### config.mk
export PLATFORM = sky130hd
export DESIGN_NAME = fntc_regs
export DESIGN_NICKNAME = d
export VERILOG_FILES = /design/src/fntc_pkg.sv /design/src/fntc_regs.sv
export VERILOG_INCLUDE_DIRS = /design/src /design/src/src
export SDC_FILE = /design/constraint.sdc
export NUM_CORES = 1
export LEC_CHECK = 0
export ABC_AREA = 1
export BUFFER_PORTS_ARGS = -buffer_cell sky130_fd_sc_hd__buf_2
export CORE_UTILIZATION = 53
export CTS_BUF_LIST = sky130_fd_sc_hd__clkbuf_8
export CTS_CLUSTER_SIZE = 28
export DETAILED_ROUTE_END_ITERATION = 10
export PLACE_DENSITY = 0.79
export REMOVE_ABC_BUFFERS = 1
export SYNTH_ARGS = -nofsm -noshare
export SYNTH_HDL_FRONTEND = slang
export SYNTH_SLANG_ARGS = --single-unit
### constraint.sdc
create_clock -name clk -period 2.5 [get_ports clk]
set_clock_uncertainty 0.15 [all_clocks]
set_input_delay 0.375 -clock clk [delete_from_list [all_inputs] [get_ports clk]]
set_output_delay 0.375 -clock clk [all_outputs]
set_load 0.005 [all_outputs]
### src/fntc_map.svh
// Register map, field positions, reset values of the fan table/config block
// ----------------------------------------------------------------------
// ----------------------------------------------------------------------
`ifndef FNTC_MAP_SVH
`define FNTC_MAP_SVH

`define FNTC_ADDR_CONFIG     8'h03
`define FNTC_ADDR_CONFIG_ALT 8'h09
`define FNTC_ADDR_ONESHOT    8'h0F
`define FNTC_ADDR_HYST       8'h4F
`define FNTC_ADDR_TH7        8'h5C
`define FNTC_ADDR_DUTY7      8'h5D
`define FNTC_ADDR_TH8        8'h5E
`define FNTC_ADDR_DUTY8      8'h5F

`define FNTC_CFG_MASK_BIT    7
`define FNTC_CFG_HOLD_BIT    6
`define FNTC_CFG_FANOFF_BIT  5
`define FNTC_CFG_FILTER_BIT  0

`define FNTC_RST_CONFIG      4'h0
`define FNTC_RST_HYST        5'h04
`define FNTC_RST_TH          7'h7F
`define FNTC_RST_DUTY        6'h3F
`define FNTC_FAULT_RUN       2'h2

`endif

### src/fntc_pkg.sv
// Types shared by the fan table/config block
package fntc_pkg;

    typedef struct packed {
        logic       wr;
        logic       rd;
        logic [7:0] addr;
        logic [7:0] wdata;
    } fntc_req_t;

    typedef struct packed {
        logic       valid;
        logic [6:0] temp;
        logic       out_of_limit;
    } fntc_result_t;

    typedef struct packed {
        logic mask;
        logic hold;
        logic fanoff;
        logic filter;
    } fntc_cfg_t;

    typedef enum logic [1:0] {
        FNTC_SEL_LOW = 2'h0,
        FNTC_SEL_E7  = 2'h1,
        FNTC_SEL_E8  = 2'h3
    } fntc_sel_t;

endpackage

### src/fntc_regs.sv
// Fan table upper entries, hysteresis and configuration register bank
`timescale 1ns/1ps
`default_nettype none
`include "fntc_map.svh"

module fntc_regs (
    input  wire logic                  clk,
    input  wire logic                  resetn,
    input  wire fntc_pkg::fntc_req_t   req,
    output var  logic [7:0]            rdata,
    input  wire fntc_pkg::fntc_result_t result,
    input  wire logic                  conv_busy,
    output var  logic                  conv_start,
    input  wire logic [5:0]            lower_duty,
    output var  logic [5:0]            fan_duty,
    input  wire logic                  pwm_in,
    input  wire logic                  pwm_active_high,
    output var  logic                  pwm_out,
    input  wire logic                  alert_clear,
    output var  logic                  alert_o,
    output var  logic                  alert_oe
);

    // ------------------------------------------------------------
    // State
    // ------------------------------------------------------------
    fntc_pkg::fntc_cfg_t cfg_r,      cfg_nxt;
    logic [4:0]          hyst_r,     hyst_nxt;
    logic [6:0]          th7_r,      th7_nxt;
    logic [6:0]          th8_r,      th8_nxt;
    logic [5:0]          duty7_r,    duty7_nxt;
    logic [5:0]          duty8_r,    duty8_nxt;
    fntc_pkg::fntc_sel_t sel_r,      sel_nxt;
    logic [1:0]          fault_r,    fault_nxt;
    logic                alert_r,    alert_nxt;
    logic                start_r,    start_nxt;
    logic [7:0]          rdata_r,    rdata_nxt;
    logic [5:0]          duty_r,     duty_nxt;
    logic                pwm_r,      pwm_nxt;
    logic                aoe_r,      aoe_nxt;

    logic       wr_cfg;
    logic       oneshot_wr;
    logic       up7;
    logic       up8;
    logic       down7;
    logic       down8;
    logic       fault_event;
    logic [7:0] t_plus_h;

    assign wr_cfg     = req.wr && (req.addr == `FNTC_ADDR_CONFIG ||
                                   req.addr == `FNTC_ADDR_CONFIG_ALT);
    assign oneshot_wr = req.wr && (req.addr == `FNTC_ADDR_ONESHOT);
    assign t_plus_h   = {1'b0, result.temp} + {3'h0, hyst_r};
    assign up7        = result.temp > th7_r;
    assign up8        = result.temp > th8_r;
    assign down7      = t_plus_h < {1'b0, th7_r};
    assign down8      = t_plus_h < {1'b0, th8_r};
    // Filter set: third consecutive miss and every one after it
    assign fault_event = result.valid && result.out_of_limit &&
                         (!cfg_r.filter || fault_r >= `FNTC_FAULT_RUN);

    // ------------------------------------------------------------
    // Next state
    // ------------------------------------------------------------
    always_comb begin
        cfg_nxt   = cfg_r;
        hyst_nxt  = hyst_r;
        th7_nxt   = th7_r;
        th8_nxt   = th8_r;
        duty7_nxt = duty7_r;
        duty8_nxt = duty8_r;
        sel_nxt   = sel_r;
        fault_nxt = fault_r;
        rdata_nxt = 8'h00;

        if (wr_cfg) begin
            cfg_nxt.mask   = req.wdata[`FNTC_CFG_MASK_BIT];
            cfg_nxt.hold   = req.wdata[`FNTC_CFG_HOLD_BIT];
            cfg_nxt.fanoff = req.wdata[`FNTC_CFG_FANOFF_BIT];
            cfg_nxt.filter = req.wdata[`FNTC_CFG_FILTER_BIT];
        end
        if (req.wr) begin
            unique case (req.addr)
                `FNTC_ADDR_HYST:  hyst_nxt  = req.wdata[4:0];
                `FNTC_ADDR_TH7:   th7_nxt   = req.wdata[6:0];
                `FNTC_ADDR_TH8:   th8_nxt   = req.wdata[6:0];
                `FNTC_ADDR_DUTY7: duty7_nxt = req.wdata[5:0];
                `FNTC_ADDR_DUTY8: duty8_nxt = req.wdata[5:0];
                default: ;
            endcase
        end

        // Unused bits padded with zero
        if (req.rd) begin
            unique case (req.addr)
                `FNTC_ADDR_CONFIG: rdata_nxt = {cfg_r.mask, cfg_r.hold,
                    cfg_r.fanoff, 4'h0, cfg_r.filter};
                `FNTC_ADDR_HYST:  rdata_nxt = {3'h0, hyst_r};
                `FNTC_ADDR_TH7:   rdata_nxt = {1'b0, th7_r};
                `FNTC_ADDR_TH8:   rdata_nxt = {1'b0, th8_r};
                `FNTC_ADDR_DUTY7: rdata_nxt = {2'h0, duty7_r};
                `FNTC_ADDR_DUTY8: rdata_nxt = {2'h0, duty8_r};
                default:          rdata_nxt = 8'h00;
            endcase
        end

        // Table moves only on a fresh remote result
        if (result.valid) begin
            unique case (sel_r)
                fntc_pkg::FNTC_SEL_LOW: begin
                    if (up8) begin
                        sel_nxt = fntc_pkg::FNTC_SEL_E8;
                    end else if (up7) begin
                        sel_nxt = fntc_pkg::FNTC_SEL_E7;
                    end
                end
                fntc_pkg::FNTC_SEL_E7: begin
                    if (up8) begin
                        sel_nxt = fntc_pkg::FNTC_SEL_E8;
                    end else if (down7) begin
                        sel_nxt = fntc_pkg::FNTC_SEL_LOW;
                    end
                end
                fntc_pkg::FNTC_SEL_E8: begin
                    if (down8 && down7) begin
                        sel_nxt = fntc_pkg::FNTC_SEL_LOW;
                    end else if (down8) begin
                        sel_nxt = fntc_pkg::FNTC_SEL_E7;
                    end
                end
                default: sel_nxt = fntc_pkg::FNTC_SEL_LOW;
            endcase

            if (!result.out_of_limit) begin
                fault_nxt = 2'h0;
            end else if (fault_r != 2'h3) begin
                fault_nxt = fault_r + 2'h1;
            end
        end

        unique case (sel_r)
            fntc_pkg::FNTC_SEL_E8: duty_nxt = duty8_r;
            fntc_pkg::FNTC_SEL_E7: duty_nxt = duty7_r;
            default:               duty_nxt = lower_duty;
        endcase

        // Set wins over a clear arriving in the same cycle
        alert_nxt = fault_event || (alert_r && !alert_clear);
        // Pin driven low only while unmasked
        aoe_nxt = alert_nxt && !cfg_nxt.mask;

        // Running: restart as soon as the converter is idle
        if (!cfg_r.hold) begin
            start_nxt = !conv_busy && !start_r;
        end else begin
            start_nxt = oneshot_wr;
        end

        if (cfg_r.hold && cfg_r.fanoff) begin
            pwm_nxt = !pwm_active_high;
        end else begin
            pwm_nxt = pwm_in;
        end
    end

    // ------------------------------------------------------------
    // Registers
    // ------------------------------------------------------------
    always_ff @(posedge clk or negedge resetn) begin
        if (!resetn) begin
            cfg_r   <= `FNTC_RST_CONFIG;
            hyst_r  <= `FNTC_RST_HYST;
            th7_r   <= `FNTC_RST_TH;
            th8_r   <= `FNTC_RST_TH;
            duty7_r <= `FNTC_RST_DUTY;
            duty8_r <= `FNTC_RST_DUTY;
            sel_r   <= fntc_pkg::FNTC_SEL_LOW;
            fault_r <= 2'h0;
            alert_r <= 1'b0;
            start_r <= 1'b0;
            rdata_r <= 8'h00;
            duty_r  <= 6'h00;
            pwm_r   <= 1'b0;
            aoe_r   <= 1'b0;
        end else begin
            cfg_r   <= cfg_nxt;
            hyst_r  <= hyst_nxt;
            th7_r   <= th7_nxt;
            th8_r   <= th8_nxt;
            duty7_r <= duty7_nxt;
            duty8_r <= duty8_nxt;
            sel_r   <= sel_nxt;
            fault_r <= fault_nxt;
            alert_r <= alert_nxt;
            start_r <= start_nxt;
            rdata_r <= rdata_nxt;
            duty_r  <= duty_nxt;
            pwm_r   <= pwm_nxt;
            aoe_r   <= aoe_nxt;
        end
    end

    assign rdata      = rdata_r;
    assign conv_start = start_r;
    assign fan_duty   = duty_r;
    assign pwm_out    = pwm_r;
    assign alert_o    = 1'b0;
    assign alert_oe   = aoe_r;

    // ------------------------------------------------------------
    // Checks
    // ------------------------------------------------------------
    a_mask_release: assert property (@(posedge clk) disable iff (!resetn)
        cfg_r.mask |-> !alert_oe)
        else $error("alert pin driven while masked");

    a_unused_zero: assert property (@(posedge clk) disable iff (!resetn)
        $past(req.rd) && ($past(req.addr) == `FNTC_ADDR_TH8 ||
        $past(req.addr) == `FNTC_ADDR_TH7) |-> rdata[7] == 1'b0)
        else $error("threshold upper bit reads nonzero");

    a_cfg_alt_rd: assert property (@(posedge clk) disable iff (!resetn)
        req.rd && req.addr == `FNTC_ADDR_CONFIG_ALT |=> rdata == 8'h00)
        else $error("alternate config address readable");

    a_conv_running: assert property (@(posedge clk) disable iff (!resetn)
        !cfg_r.hold && !conv_busy && !conv_start |=> conv_start)
        else $error("idle converter not restarted");

    a_conv_stopped: assert property (@(posedge clk) disable iff (!resetn)
        $past(cfg_r.hold) && !$past(oneshot_wr) |-> !conv_start)
        else $error("conversion started in low power");

    a_oneshot_go: assert property (@(posedge clk) disable iff (!resetn)
        cfg_r.hold && oneshot_wr |=> conv_start ##1
        (!conv_start || $past(oneshot_wr)))
        else $error("one-shot write did not start one cycle");

    a_pwm_forced: assert property (@(posedge clk) disable iff (!resetn)
        cfg_r.hold && cfg_r.fanoff |=> pwm_out == !$past(pwm_active_high))
        else $error("pwm not at disabled level");

    a_pwm_pass: assert property (@(posedge clk) disable iff (!resetn)
        !(cfg_r.hold && cfg_r.fanoff) |=> pwm_out == $past(pwm_in))
        else $error("pwm not passed through");

    a_fault_single: assert property (@(posedge clk)
        disable iff (!resetn)
        !cfg_r.filter && result.valid && result.out_of_limit |=> alert_r)
        else $error("single fault not flagged");

    a_fault_queue: assert property (@(posedge clk) disable iff (!resetn)
        cfg_r.filter && result.valid && result.out_of_limit &&
        fault_r < 2'h2 && !alert_r |=> !alert_r)
        else $error("filtered fault flagged too early");

    a_duty_eight: assert property (@(posedge clk) disable iff (!resetn)
        sel_r == fntc_pkg::FNTC_SEL_E8 |=> fan_duty == $past(duty8_r))
        else $error("entry 8 duty not applied");

    a_hyst_hold: assert property (@(posedge clk) disable iff (!resetn)
        sel_r == fntc_pkg::FNTC_SEL_E7 && result.valid && !up8 &&
        !down7 |=> sel_r == fntc_pkg::FNTC_SEL_E7)
        else $error("table stepped down inside hysteresis");

    a_duty_seven: assert property (@(posedge clk) disable iff (!resetn)
        sel_r == fntc_pkg::FNTC_SEL_E7 |=> fan_duty == $past(duty7_r))
        else $error("entry 7 duty not applied");

    // Sampled reset keeps the release edge out, flops still see reset there
    a_duty_lower: assert property (@(posedge clk) disable iff (!resetn)
        resetn && sel_r == fntc_pkg::FNTC_SEL_LOW |=>
        fan_duty == $past(lower_duty))
        else $error("lower table duty not applied");

    a_cfg_unused: assert property (@(posedge clk) disable iff (!resetn)
        $past(req.rd) && $past(req.addr) == `FNTC_ADDR_CONFIG |->
        rdata[4:1] == 4'h0)
        else $error("config unused bits read nonzero");

    a_duty_unused: assert property (@(posedge clk) disable iff (!resetn)
        $past(req.rd) && ($past(req.addr) == `FNTC_ADDR_DUTY7 ||
        $past(req.addr) == `FNTC_ADDR_DUTY8) |->
        rdata[7:6] == 2'h0)
        else $error("duty upper bits read nonzero");

    a_table_up: assert property (@(posedge clk) disable iff (!resetn)
        result.valid && result.temp > th8_r |=>
        sel_r == fntc_pkg::FNTC_SEL_E8)
        else $error("table did not climb to entry 8");

    a_table_e7: assert property (@(posedge clk) disable iff (!resetn)
        sel_r == fntc_pkg::FNTC_SEL_LOW && result.valid &&
        result.temp > th7_r && result.temp <= th8_r |=>
        sel_r == fntc_pkg::FNTC_SEL_E7)
        else $error("table did not climb to entry 7");

    a_fault_third: assert property (@(posedge clk) disable iff (!resetn)
        cfg_r.filter && result.valid && result.out_of_limit &&
        fault_r == 2'h2 |=> alert_r)
        else $error("third filtered fault not flagged");

    a_alert_clear: assert property (@(posedge clk) disable iff (!resetn)
        alert_clear && !(result.valid && result.out_of_limit) |=> !alert_r)
        else $error("alert not cleared");

    a_alert_pin: assert property (@(posedge clk) disable iff (!resetn)
        alert_r && !cfg_r.mask |-> alert_oe)
        else $error("unmasked alert not driven");

    a_fault_reset: assert property (@(posedge clk) disable iff (!resetn)
        result.valid && !result.out_of_limit |=> fault_r == 2'h0)
        else $error("fault run not restarted");

endmodule
`default_nettype wire

# Word level (Yosys, flattened, before mapping)
# Cells that the tools add are included.
[classes] n_addsub=2 magnitude_cmp=5 n_eq_ne=15 n_mux=15 reduce_logical=26
[ops] cell="one-hot mux 8 bit (6 select lines)" n=1
[ops] cell="== test 8 x 7 -> 1 bit, second input constant" n=5
[ops] cell="== test 8 x 4 -> 1 bit, second input constant" n=2
[ops] cell="less-than comparator 8 x 7 -> 1 bit" n=2
[ops] cell="2-to-1 mux 2 bit" n=8
[ops] cell="> comparator 7 bit" n=2
[ops] cell="one-hot mux 6 bit (2 select lines)" n=1
[ops] cell="AND reduction 2 bit" n=6
[ops] cell="logical AND 1 bit" n=9
[ops] cell="inequality test 3 bit, second input constant" n=3
[ops] cell="adder 7 x 5 -> 8 bit" n=1
[ops] cell="== test 8 x 2 -> 1 bit, second input constant" n=1
[ops] cell="2-to-1 mux 8 bit" n=1
[ops] cell="logical NOT 1 bit" n=6
[ops] cell="one-hot mux 2 bit (3 select lines)" n=1
[ops] cell="2-to-1 mux 4 bit" n=1
[ops] cell="AND reduction 4 bit" n=1
[ops] cell="logical OR 1 bit" n=3
[ops] cell="adder 2 x 1 -> 2 bit, second input constant" n=1
[ops] cell="== test 2 x 1 -> 1 bit, second input constant" n=1
[ops] cell="== test 2 bit, second input constant" n=1
[ops] cell=">= comparator 2 bit, second input constant" n=1
[ops] cell="logical NOT 2 bit" n=1
[ops] cell="2-to-1 mux 1 bit" n=2
[ops] cell="2 further kinds" n=2
[totals] ff_bits=57 in_bits=39

# Depth between registers and ports, before layout
# Gate-level depths: netlist (run 1).
[depth] ltp_word=6 depth_mapped=19 ltp_nobuf=19

# Worst setup path before layout (run 1)
# OpenSTA, ideal clock, no wires.
[synth_timing] path_type="input to register" from="input result[1] (netlist name)" to="register sel_r[1]" t_arrival_ps=2424 required_time_ps=2233 path_slack_ps=-191 stages=17 path_buffers=0 cell_sequence="ha_1 -> fa_1 -> nand3_1 -> nand3_1 -> nand2_1 -> a21oi_1 -> xnor2_1 -> inv_1 -> ha_1 -> a21oi_1 -> nand2_1 -> nor2_1 -> nand2_1 -> a21oi_1 -> nand2_1 -> nand2_1 -> nand2_1"
[synth_via] elab_chain_cells=5
[synth_rtl] item="from (decl)" line_no="fntc_regs.sv:11" text="input wire fntc_pkg::fntc_result_t result,"
[synth_rtl] item="adder 7 x 5 -> 8 bit" line_no="fntc_regs.sv:54" text="assign t_plus_h = {1'b0, result.temp} + {3'h0, hyst_r};"
[synth_rtl] item="less-than comparator 8 x 7 -> 1 bit (on tied branches)" line_no="fntc_regs.sv:58, fntc_regs.sv:57"
[synth_rtl] item="logical AND 1 bit" line_no="fntc_regs.sv:126" text="if (down8 && down7) begin"
[synth_rtl] item="inequality test 3 bit (no source line) / 2-to-1 mux 2 bit (equally long branches)"
[synth_rtl] item="AND reduction 4 bit (no source line) / one-hot mux 2 bit (3 select lines) (equally long branches)"
[synth_rtl] item="to (signal assigned)" line_no="fntc_regs.sv:178" text="sel_r <= fntc_pkg::FNTC_SEL_LOW;"
[synth_rtl] item="to (signal assigned)" line_no="fntc_regs.sv:193" text="sel_r <= sel_nxt;"
[synth_rtl] item="to (decl)" line_no="fntc_regs.sv:33" text="fntc_pkg::fntc_sel_t sel_r, sel_nxt;"
# Several ways; a longest one is shown, not always the timed one.
# A chain may end at the register's enable or synchronous reset.

# Worst setup path after layout (run 1)
[layout_timing] from="register hyst_r[0]" to="register sel_r[0]"
[layout_via] elab_chain_cells=5
[layout_rtl] item="from (decl)" line_no="fntc_regs.sv:28" text="logic [4:0] hyst_r, hyst_nxt;"
[layout_rtl] item="from (signal assigned)" line_no="fntc_regs.sv:173" text="hyst_r <= `FNTC_RST_HYST;"
[layout_rtl] item="from (signal assigned)" line_no="fntc_regs.sv:188" text="hyst_r <= hyst_nxt;"
[layout_rtl] item="adder 7 x 5 -> 8 bit *" line_no="fntc_regs.sv:54"
[layout_rtl] item="less-than comparator 8 x 7 -> 1 bit (on tied branches)" line_no="fntc_regs.sv:58, fntc_regs.sv:57"
[layout_rtl] item="logical AND 1 bit" line_no="fntc_regs.sv:126"
[layout_rtl] item="inequality test 3 bit (no source line) / 2-to-1 mux 2 bit (equally long branches)"
[layout_rtl] item="AND reduction 4 bit (no source line) / one-hot mux 2 bit (3 select lines) (equally long branches)"
# Every way passes the cells marked *; elsewhere a longest branch is shown, timed or not.

==> results of run 1 <==
worst max-delay path, delay by kind of cell (launching register included):
kind | cells | cell delay [ns]
adders and majority gates | 3 | 0.77
DFF | 1 | 0.39
xor gates and xnor gates | 1 | 0.17
AOI/OAI and AO/OA | 2 | 0.19
buffers and inverters | 1 | 0.08
and+or+nand+nor | 12 | 0.85
power breakdown:
| group | leakage [nW] | switching (W) | internal (W) |
|---|---|---|---|
| sequential | 0.669 | 0.0000611 | 0.00105 |
| combinational | 1.30 | 0.000357 | 0.000256 |
| clock | 0.109 | 0.000395 | 0.000560 |
per-stage QoR:
step / setup TNS (ns) / cell area [µm²] / hold slack (ns) / power (W)
after floorplan: -0.381 / 3360 / -0.0706 / 0.00147
after global placement: -0.882 / 3860 / 0.240 / 0.00168
after detailed placement: -1.06 / 3860 / 0.251 / 0.00171
after CTS: -0.344 / 4180 / 0.0484 / 0.00268
after global routing: -0.757 / 4190 / 0.0571 / 0.00284
final: -0.350 / 4190 / 0.0570 / 0.00268
flip-flops by register name, indices dropped and copies added, names as in the netlist, 2 cells and up:
| register | count |
|---|---|
| cfg_r | 4 |
| duty8_r | 6 |
| sel_r | 2 |
| fault_r | 2 |
| th8_r | 7 |
| hyst_r | 5 |
| rdata | 8 |
| fan_duty | 6 |
| duty7_r | 6 |
| th7_r | 7 |
synth_stat cells, drive strengths merged, types with 2 or more instances:
library cell and instances:
clkbuf 2, nand2 114, o21a 2, nor3 6, nand4 2, o211ai 6, o22ai 12, and3 2
inv 66, dfstp 27, a31oi 2, a21oi 20, nor3b 2, nor2 20, ha 33, xor2 4
nand3 15, o21ai 42, dfrtp 30, buf 3
cell type report:
cell class | instances | area, µm² | area share
Clock inverter | 7 | 95.1 | 0.0227
Timing Repair Buffer | 75 | 440 | 0.105
Inverter | 66 | 248 | 0.0591
Sequential cell | 57 | 1460 | 0.348
Clock buffer | 9 | 124 | 0.0296
Tap cell | 75 | 93.8 | 0.0224
Multi-Input combinational cell | 291 | 1730 | 0.413
layer usage:
metal / vias to the layer above / global-route usage / wire length (µm) / part of all wire
met1: 1452 / 0.346 / 3630 / 0.43
met2: 107 / 0.471 / 4030 / 0.48
met4: 0 / 0.111 / 208 / 0.025
met5: - / 0 / 0 / 0
met3: 29 / 0.0756 / 533 / 0.063
li1: 1536 / - / - / -
final timing paths:
check                             end  cells past startpoint  slack (ns)       start
max in group asynchronous  duty7_r[4]                      3        1.16      resetn
max                          sel_r[0]                     19       -0.18   hyst_r[0]
max reg2reg                  sel_r[0]                     19       -0.18   hyst_r[0]
min                        conv_start                      2        0.06   conv_busy
min reg2reg                conv_start                      1        0.31  conv_start
min in group asynchronous    rdata[5]                      2        0.40      resetn
kinds of logic after synthesis:
logic type	synth area share
compound gates	0.143
xor+xnor	0.0130
fa+ha+maj	0.128
buf+inv	0.0807
flops	0.432
other cells	0.00111
simple gates	0.202
repair_timing:
action	in CTS	in global routing
gates resized for setup	13	1
hold buffers	1	0
pin swaps	5	3
buffers inserted	1	1
setup endpoints to repair	2	2
gates cloned	0	0
endpoints found under the hold margin	14	0
==> run metrics, run 1 <==
Slowest-stage cell, CP=dfrtp_1; Tmin final=2.68 ns; CP arrival=2.76 ns; Core Box Area=0.00603 mm²; Post-Route Utilization=0.696; number of global-route vias before repair=3,063; Rows=28; placed cells=561; layout cell share with drive strength beyond 1=0.267; Vias/cell=5.39; Max Cap Viol=0; number of synthesis warnings=0; Worst Hold Class=primary input to flip-flop; initial antenna violation count=0; GPL Wtd Cong=0.934; crit path kind=flip-flop to flip-flop; Worst setup EP type=flip-flop; Clock transition at path regs=0.07 ns; Unique masters post-synth=34; Tcrit/Tclk final=1.07; critical path launch point type=flip-flop; diode count=0; Clock Sinks=57; Num CTS Buffers=9; final WL=8400 µm; remaining global-route overflow=0; largest net degree at the start of global routing=35; Slew HR=0.631; worst-path cell chain=ha_2 -> fa_2 -> nand3_2 -> nand3_2 -> nand2_1 -> a21oi_2 -> xnor2_1 -> inv_2 -> ha_4 -> a21oi_1 -> nand2_1 -> nor2_1 -> nand2_1 -> nand2_1 -> nand2_1 -> nand2_1 -> nand2_1 -> nand2_1 -> nand2_1; slew of the pin with the lowest slew margin=0.554 ns; Nets=573; status=finished, violations left; CP peak stage delay=0.39 ns; Pleak=2.08 nW; Worst-Skew Late Latency=0.34 ns; CP most frequent cell=nand2_1; Max Transition Viols Final=0; Layout area overhead=24.0%; unrepaired setup endpoints after global routing=yes; Max Root-Sink Buffers=2; Post-synth EDFFs=0; Synth Flop Type=dfrtp_1; DRC viols=0; Setup violations, final=2; die area=0.00670 mm²; maximum VDD drop=496 µV; final hold violations=0; first-pass GRT wire length=14,000 µm; leading area contributor after synthesis=dfrtp_1; clock root cell=clkbuf_8; most common cell after layout, fill and taps aside=nand2_1; pwr/cell area=639 mW/mm²; Final Non-Filler Cells=580; CTS tree=built; H-tree depth=3; Post-DP HPWL=6470 µm; flops & latches, synth=57; I/O pins=57; DIE HEIGHT=81.9 µm; pre-CTS setup slack=-0.532 ns; fillers=494; peak fanout along the critical path=3; asr flop ratio synth=1.00; DRT Pass-1 Iters=5; Die W=81.9 µm; post-route antenna net violation count=0; Global Route Usage Sum=0.282; via count=3,124; Seq/Total Area, Yosys=0.432; most frequent cells in the layout=nand2_1 (113), inv_1 (65), buf_2 (55), o21ai_0 (41), dfrtp_1 (30); Synth Instances=419; Synth top area share=0.222; Post-Syn Area=0.00338 mm²; synth top area cells=dfrtp_1 (22%), dfstp_2 (21%), nand2_1 (13%); Max Clk Rate=0.373 GHz; setup ws final=-0.179 ns; Port Buffers=55; Crit path required time=2.59 ns; failing checks=setup timing; Initial Utilization=0.561; Wirelength per Cell=14.5 µm; Iteration-0 DRC Markers=222; Mean Syn Cell Area=8.07 µm²
Power figures use the tool's default switching activity.
==> run 2, diff against run 1 <==
--- a/config.mk
+++ b/config.mk
@@ -12,7 +12,8 @@
 export CTS_BUF_LIST = sky130_fd_sc_hd__clkbuf_8
 export CTS_CLUSTER_SIZE = 28
 export DETAILED_ROUTE_END_ITERATION = 10
-export PLACE_DENSITY = 0.79
+export HOLD_SLACK_MARGIN = 0.12
+export PLACE_DENSITY = 0.88
 export REMOVE_ABC_BUFFERS = 1
 export SYNTH_ARGS = -nofsm -noshare
 export SYNTH_HDL_FRONTEND = slang
==> run metrics, run 2 (same netlist as run 1, synthesis figures left out) <==
status=finished, violations left; failing checks=setup timing; most common cell after layout, fill and taps aside=nand2_1; clock root cell=clkbuf_8; Clock power frac=0.377; Vias/cell=5.51; die area=0.00670 mm²; Reg power frac=0.396; CP peak stage delay=0.38 ns; CP arrival=2.76 ns; Tcrit/Tclk final=1.07; FF-to-FF path depth=17; Tmin final=2.68 ns; Fin Setup TNS=-0.346 ns; final WL=8820 µm; I/O pins=57; number of flip-flops under the largest register name=8; via count=3,215; Max Clk Rate=0.374 GHz; initial antenna violation count=0; Slowest-stage cell, CP=dfrtp_1; Clock Sinks=57; first-pass GRT wire length=14,000 µm; most frequent cells in the layout=nand2_1 (110), inv_1 (66), buf_2 (55), o21ai_0 (41); Rows=28; Worst setup EP type=flip-flop; H-tree depth=3; Num CTS Buffers=9; unrepaired setup endpoints after global routing=yes; peak fanout along the critical path=3; worst-path cell chain=ha_2 -> fa_2 -> nand3_2 -> nand3_2 -> nand2_2 -> a21oi_2 -> xnor2_1 -> inv_2 -> ha_4 -> a21oi_2 -> nand2_1 -> nor2_1 -> nand2_1 -> a21oi_2 -> nand2_2 -> nand2_1 -> nand2_1; largest net degree at the start of global routing=33; Setup crit start=hyst_r[0]; GPL Wtd Cong=0.892; DRC viols=0; reg2reg start=hyst_r[0]; slew of the pin with the lowest slew margin=0.590 ns; CP most frequent cell=nand2_1; DIE HEIGHT=81.9 µm; remaining global-route overflow=0; crit path kind=flip-flop to flip-flop; Post-DP HPWL=6470 µm; Max Cap Viol=0; R2R setup slack=-0.18 ns; maximum VDD drop=557 µV; Clock transition at path regs=0.07 ns; Port Buffers=55; Pleak=2.10 nW; layout cell share with drive strength beyond 1=0.259; Worst Hold Class=primary input to flip-flop; Die W=81.9 µm; Initial Utilization=0.561; Setup violations, final=2; setup ws final=-0.176 ns; Crit path required time=2.58 ns; Layout area overhead=25.8%; Setup crit end=sel_r[1]; post-route antenna net violation count=0; pre-CTS setup slack=-0.506 ns; Iteration-0 DRC Markers=288; Slew HR=0.607; critical path launch point type=flip-flop; Max Root-Sink Buffers=2; Comb pwr share=0.227; Worst-Skew Late Latency=0.34 ns; Hold WS=0.123 ns; number of global-route vias before repair=3,041; Post-Route Utilization=0.706; Sw Ratio=0.287; Core Box Area=0.00603 mm²; CTS tree=built; RR Endpoint=sel_r[1]; pwr/cell area=658 mW/mm²; DRT Pass-1 Iters=6; Internal=0.00199 W; diode count=0; Wirelength per Cell=15.1 µm; Nets=577; PnR Total Power=0.00280 W; Global Route Usage Sum=0.286; final hold violations=0; Max Transition Viols Final=0; Net Switching=0.000804 W
==> run 2: critical path: cells and delay by family (launching register included) <==
kind                     cells  cell delay, ns
AO/OA/AOI/OAI                3            0.35
XOR/XNOR                     1            0.18
adder cells (fa/ha/maj)      3            0.79
buffers and inverters        1            0.09
flip-flops                   1            0.38
AND/OR/NAND/NOR              9            0.63
==> run 2: stage by stage <==
stage / cell area [µm²] / cells
after global placement: 3850 / 559
after floorplan: 3360 / 414
after detailed placement: 3850 / 559
after CTS: 4240 / 584
final: 4250 / 584
after global routing: 4250 / 584
==> run 2: metal layers <==
layer | GRT usage | vias up | wire length, µm
met1 | 0.365 | 1508 | 3680
met3 | 0.0556 | 30 | 553
li1 | - | 1543 | -
met5 | 0 | - | 0
met2 | 0.468 | 134 | 4270
met4 | 0.128 | 0 | 309
==> run 2: layout make-up <==
type / count / area (µm²)
Clock buffer: 10 / 138
Clock inverter: 6 / 106
Fill cell: 460 / 1770
Inverter: 66 / 248
Multi-Input combinational cell: 291 / 1720
Sequential cell: 57 / 1460
Tap cell: 75 / 93.8
Timing Repair Buffer: 79 / 488
==> run 2: how the worst min path moves through the flow <==
stage / start / end / slack, ns / cells past startpoint
floorplan: resetn / alert_oe / -0.07 / 0
global placement: resetn / fault_r[0] / 0.26 / 1
detailed placement: resetn / fault_r[1] / 0.26 / 1
CTS: req[4] / duty7_r[4] / 0.12 / 3
global route: req[4] / duty7_r[4] / 0.14 / 3
finish: req[4] / duty7_r[4] / 0.12 / 3
==> run 2: power by group through the flow <==
stage	clock network [W]	registers [W]	logic, W
after floorplan	0	0.00112	0.000346
after detailed placement	0	0.00112	0.000587
after global placement	0	0.00112	0.000560
final	0.00105	0.00111	0.000636
after global routing	0.00111	0.00112	0.000730
after CTS	0.00106	0.00111	0.000624
==> run 2: what timing repair did <==
action | 4_1_cts | 5_1_grt
gates resized for setup | 12 | 3
hold endpoints to repair | 20 | 0
gates cloned | 0 | 0
setup buffers | 1 | 0
hold buffers | 8 | 0
setup endpoints to repair | 2 | 2
pin swaps | 4 | 1
==> run 3, diff against run 2 <==
--- a/config.mk
+++ b/config.mk
@@ -8,7 +8,9 @@
 export LEC_CHECK = 0
 export ABC_AREA = 1
 export BUFFER_PORTS_ARGS = -buffer_cell sky130_fd_sc_hd__buf_2
-export CORE_UTILIZATION = 53
+export CELL_PAD_IN_SITES_DETAIL_PLACEMENT = 0
+export CELL_PAD_IN_SITES_GLOBAL_PLACEMENT = 2
+export CORE_UTILIZATION = 31
 export CTS_BUF_LIST = sky130_fd_sc_hd__clkbuf_8
 export CTS_CLUSTER_SIZE = 28
 export DETAILED_ROUTE_END_ITERATION = 10
==> run metrics, run 3 (same netlist as run 1, synthesis figures left out) <==
Crit path required time=2.58 ns; die area=0.0113 mm²; most frequent cells in the layout=nand2_1 (113), inv_1 (67), buf_2 (55), o21ai_0 (41), dfrtp_1 (30); Pleak=2.13 nW; Reg power frac=0.423; post-route antenna net violation count=0; Post-DP Area=0.00396 mm²; via count=3,018; R2R setup slack=-0.17 ns; Comb pwr share=0.240; diode count=0; CP most frequent cell=nand2_1; Internal=0.00185 W; Tcrit/Tclk final=1.07; H-tree depth=3; Finished Cell Area=0.00436 mm²; unrepaired setup endpoints after global routing=yes; worst-path cell chain=ha_2 -> fa_2 -> nand3_2 -> nand3_2 -> nand2_1 -> a21oi_2 -> xnor2_1 -> inv_2 -> ha_4 -> a21oi_2 -> nand2_1 -> nor2_1 -> nand2_1 -> nand2_1 -> nand2_1 -> nand2_1 -> nand2_1 -> nand2_1 -> nand2_1; Worst Hold Class=primary input to flip-flop; remaining global-route overflow=0; DRT Pass-1 Iters=4; Port Buffers=55; reg2reg start=hyst_r[0]; Worst-Skew Late Latency=0.34 ns; Core Box Area=0.0105 mm²; setup ws final=-0.173 ns; final WL=8650 µm; Slowest-stage cell, CP=dfrtp_1; CP arrival=2.75 ns; FF-to-FF path depth=19; most common cell after layout, fill and taps aside=nand2_1; fillers=1,106; Max Cap Viol=0; source of the worst hold timing path=lower_duty[0]; final hold violations=0; Wirelength per Cell=13.3 µm; initial antenna violation count=0; Net Switching=0.000770 W; slew of the pin with the lowest slew margin=0.549 ns; failing checks=setup timing; RR Endpoint=sel_r[1]; Global Route Usage Sum=0.170; crit path kind=flip-flop to flip-flop; Max Transition Viols Final=0; Initial Utilization=0.323; Slew HR=0.631; Die W=106 µm; Iteration-0 DRC Markers=79; Post-DP HPWL=6940 µm; CTS tree=built; Rows=37; Post-Route Utilization=0.417; Clock power frac=0.337; Vias/cell=4.63; number of global-route vias before repair=3,125; layout cell share with drive strength beyond 1=0.264; I/O pins=57; Sw Ratio=0.294; maximum VDD drop=273 µV; Setup violations, final=2; Worst setup EP type=flip-flop; Nets=584; Max Root-Sink Buffers=2; Max Clk Rate=0.374 GHz; hold depth=3; critical path depth=19; number of flip-flops under the largest register name=8; DIE HEIGHT=106 µm; Tmin final=2.67 ns; peak fanout along the critical path=3; Layout area overhead=28.9%; Hold Path End=fan_duty[0]; Clock Sinks=57; first-pass GRT wire length=14,800 µm; critical path buffer and inverter count=1; clock root cell=clkbuf_8; status=finished, violations left; Worst path top cell family by delay=simple AND/OR/NAND/NOR gates; CP peak stage delay=0.39 ns; largest net degree at the start of global routing=26; DRC viols=0; critical path launch point type=flip-flop; pwr/cell area=601 mW/mm²; GPL Wtd Cong=0.777; Clock transition at path regs=0.06 ns; Num CTS Buffers=9
==> run 3: changes by cell type in the layout (fill, tap and decap cells not counted), moves of 2 or more <==
cell and change:
nand2_2 -3, clkbuf_8 +2, nand2_1 +3, buf_4 +5, bufinv_16 -2
==> run 3: metal layers <==
metal | global-route usage | vias up | share of wire
met5 | 0 | - | 0
met4 | 0.0744 | 0 | 0.028
met3 | 0.0386 | 24 | 0.041
met2 | 0.275 | 57 | 0.47
met1 | 0.216 | 1380 | 0.46
li1 | - | 1557 | -
==> run 3: how the worst max path moves through the flow <==
stage               startpoint  endpoint  slack [ns]
floorplan            result[1]  sel_r[1]       -0.19
global placement     result[1]  sel_r[1]       -0.45
detailed placement   result[1]  sel_r[1]       -0.50
CTS                  hyst_r[0]  sel_r[1]       -0.19
global route         hyst_r[0]  sel_r[0]       -0.38
finish               hyst_r[0]  sel_r[1]       -0.17
==> run 3: power by group through the flow <==
stage / clock, W / sequential, W / combinational (W)
6_report: 0.000884 / 0.00111 / 0.000629
5_1_grt: 0.000937 / 0.00112 / 0.000729
4_1_cts: 0.000906 / 0.00111 / 0.000635
3_5_place_dp: 0 / 0.00112 / 0.000600
3_3_place_gp: 0 / 0.00112 / 0.000588
2_1_floorplan: 0 / 0.00112 / 0.000346
==> run 3: area by class of cell <==
type,instances,area [µm²],share of cell area
multi-input cells,291,1730,0.396
flip-flops and latches,57,1460,0.335
repair buffers,86,547,0.125
inverters,66,248,0.0568
well taps,136,170,0.0390
clock buffers,12,165,0.0379
clock inverters,4,42.5,0.00976
==> run 3: timing repair <==
action	in CTS	in global routing
setup buffers	2	1
hold buffers	9	0
pin swaps	7	3
gates cloned	0	0
gates resized for setup	14	1
endpoints found under the hold margin	22	0
endpoints found under the setup margin	2	2
==> run 3: per-stage QoR <==
stage	total power [W]	cells	worst slack, ns	TNS, ns	hold WS, ns
after floorplan	0.00147	414	-0.191	-0.381	-0.0706
after global placement	0.00171	624	-0.452	-0.903	0.172
after detailed placement	0.00172	624	-0.497	-0.986	0.169
after CTS	0.00265	651	-0.194	-0.379	0.121
after global routing	0.00279	652	-0.383	-0.754	0.127
final	0.00262	652	-0.173	-0.342	0.127
==> run 3: worst reg2reg max path: stages (launching register included) <==
cell and delay, ns:
dfrtp_1 0.39, ha_2 0.19, fa_2 0.35, nand3_2 0.08, nand3_2 0.07, nand2_1 0.08
a21oi_2 0.06, xnor2_1 0.16, inv_2 0.09, ha_4 0.23, a21oi_2 0.13, nand2_1 0.06
nor2_1 0.09, nand2_1 0.08, nand2_1 0.06, nand2_1 0.05, nand2_1 0.07, nand2_1 0.07
nand2_1 0.07, nand2_1 0.05
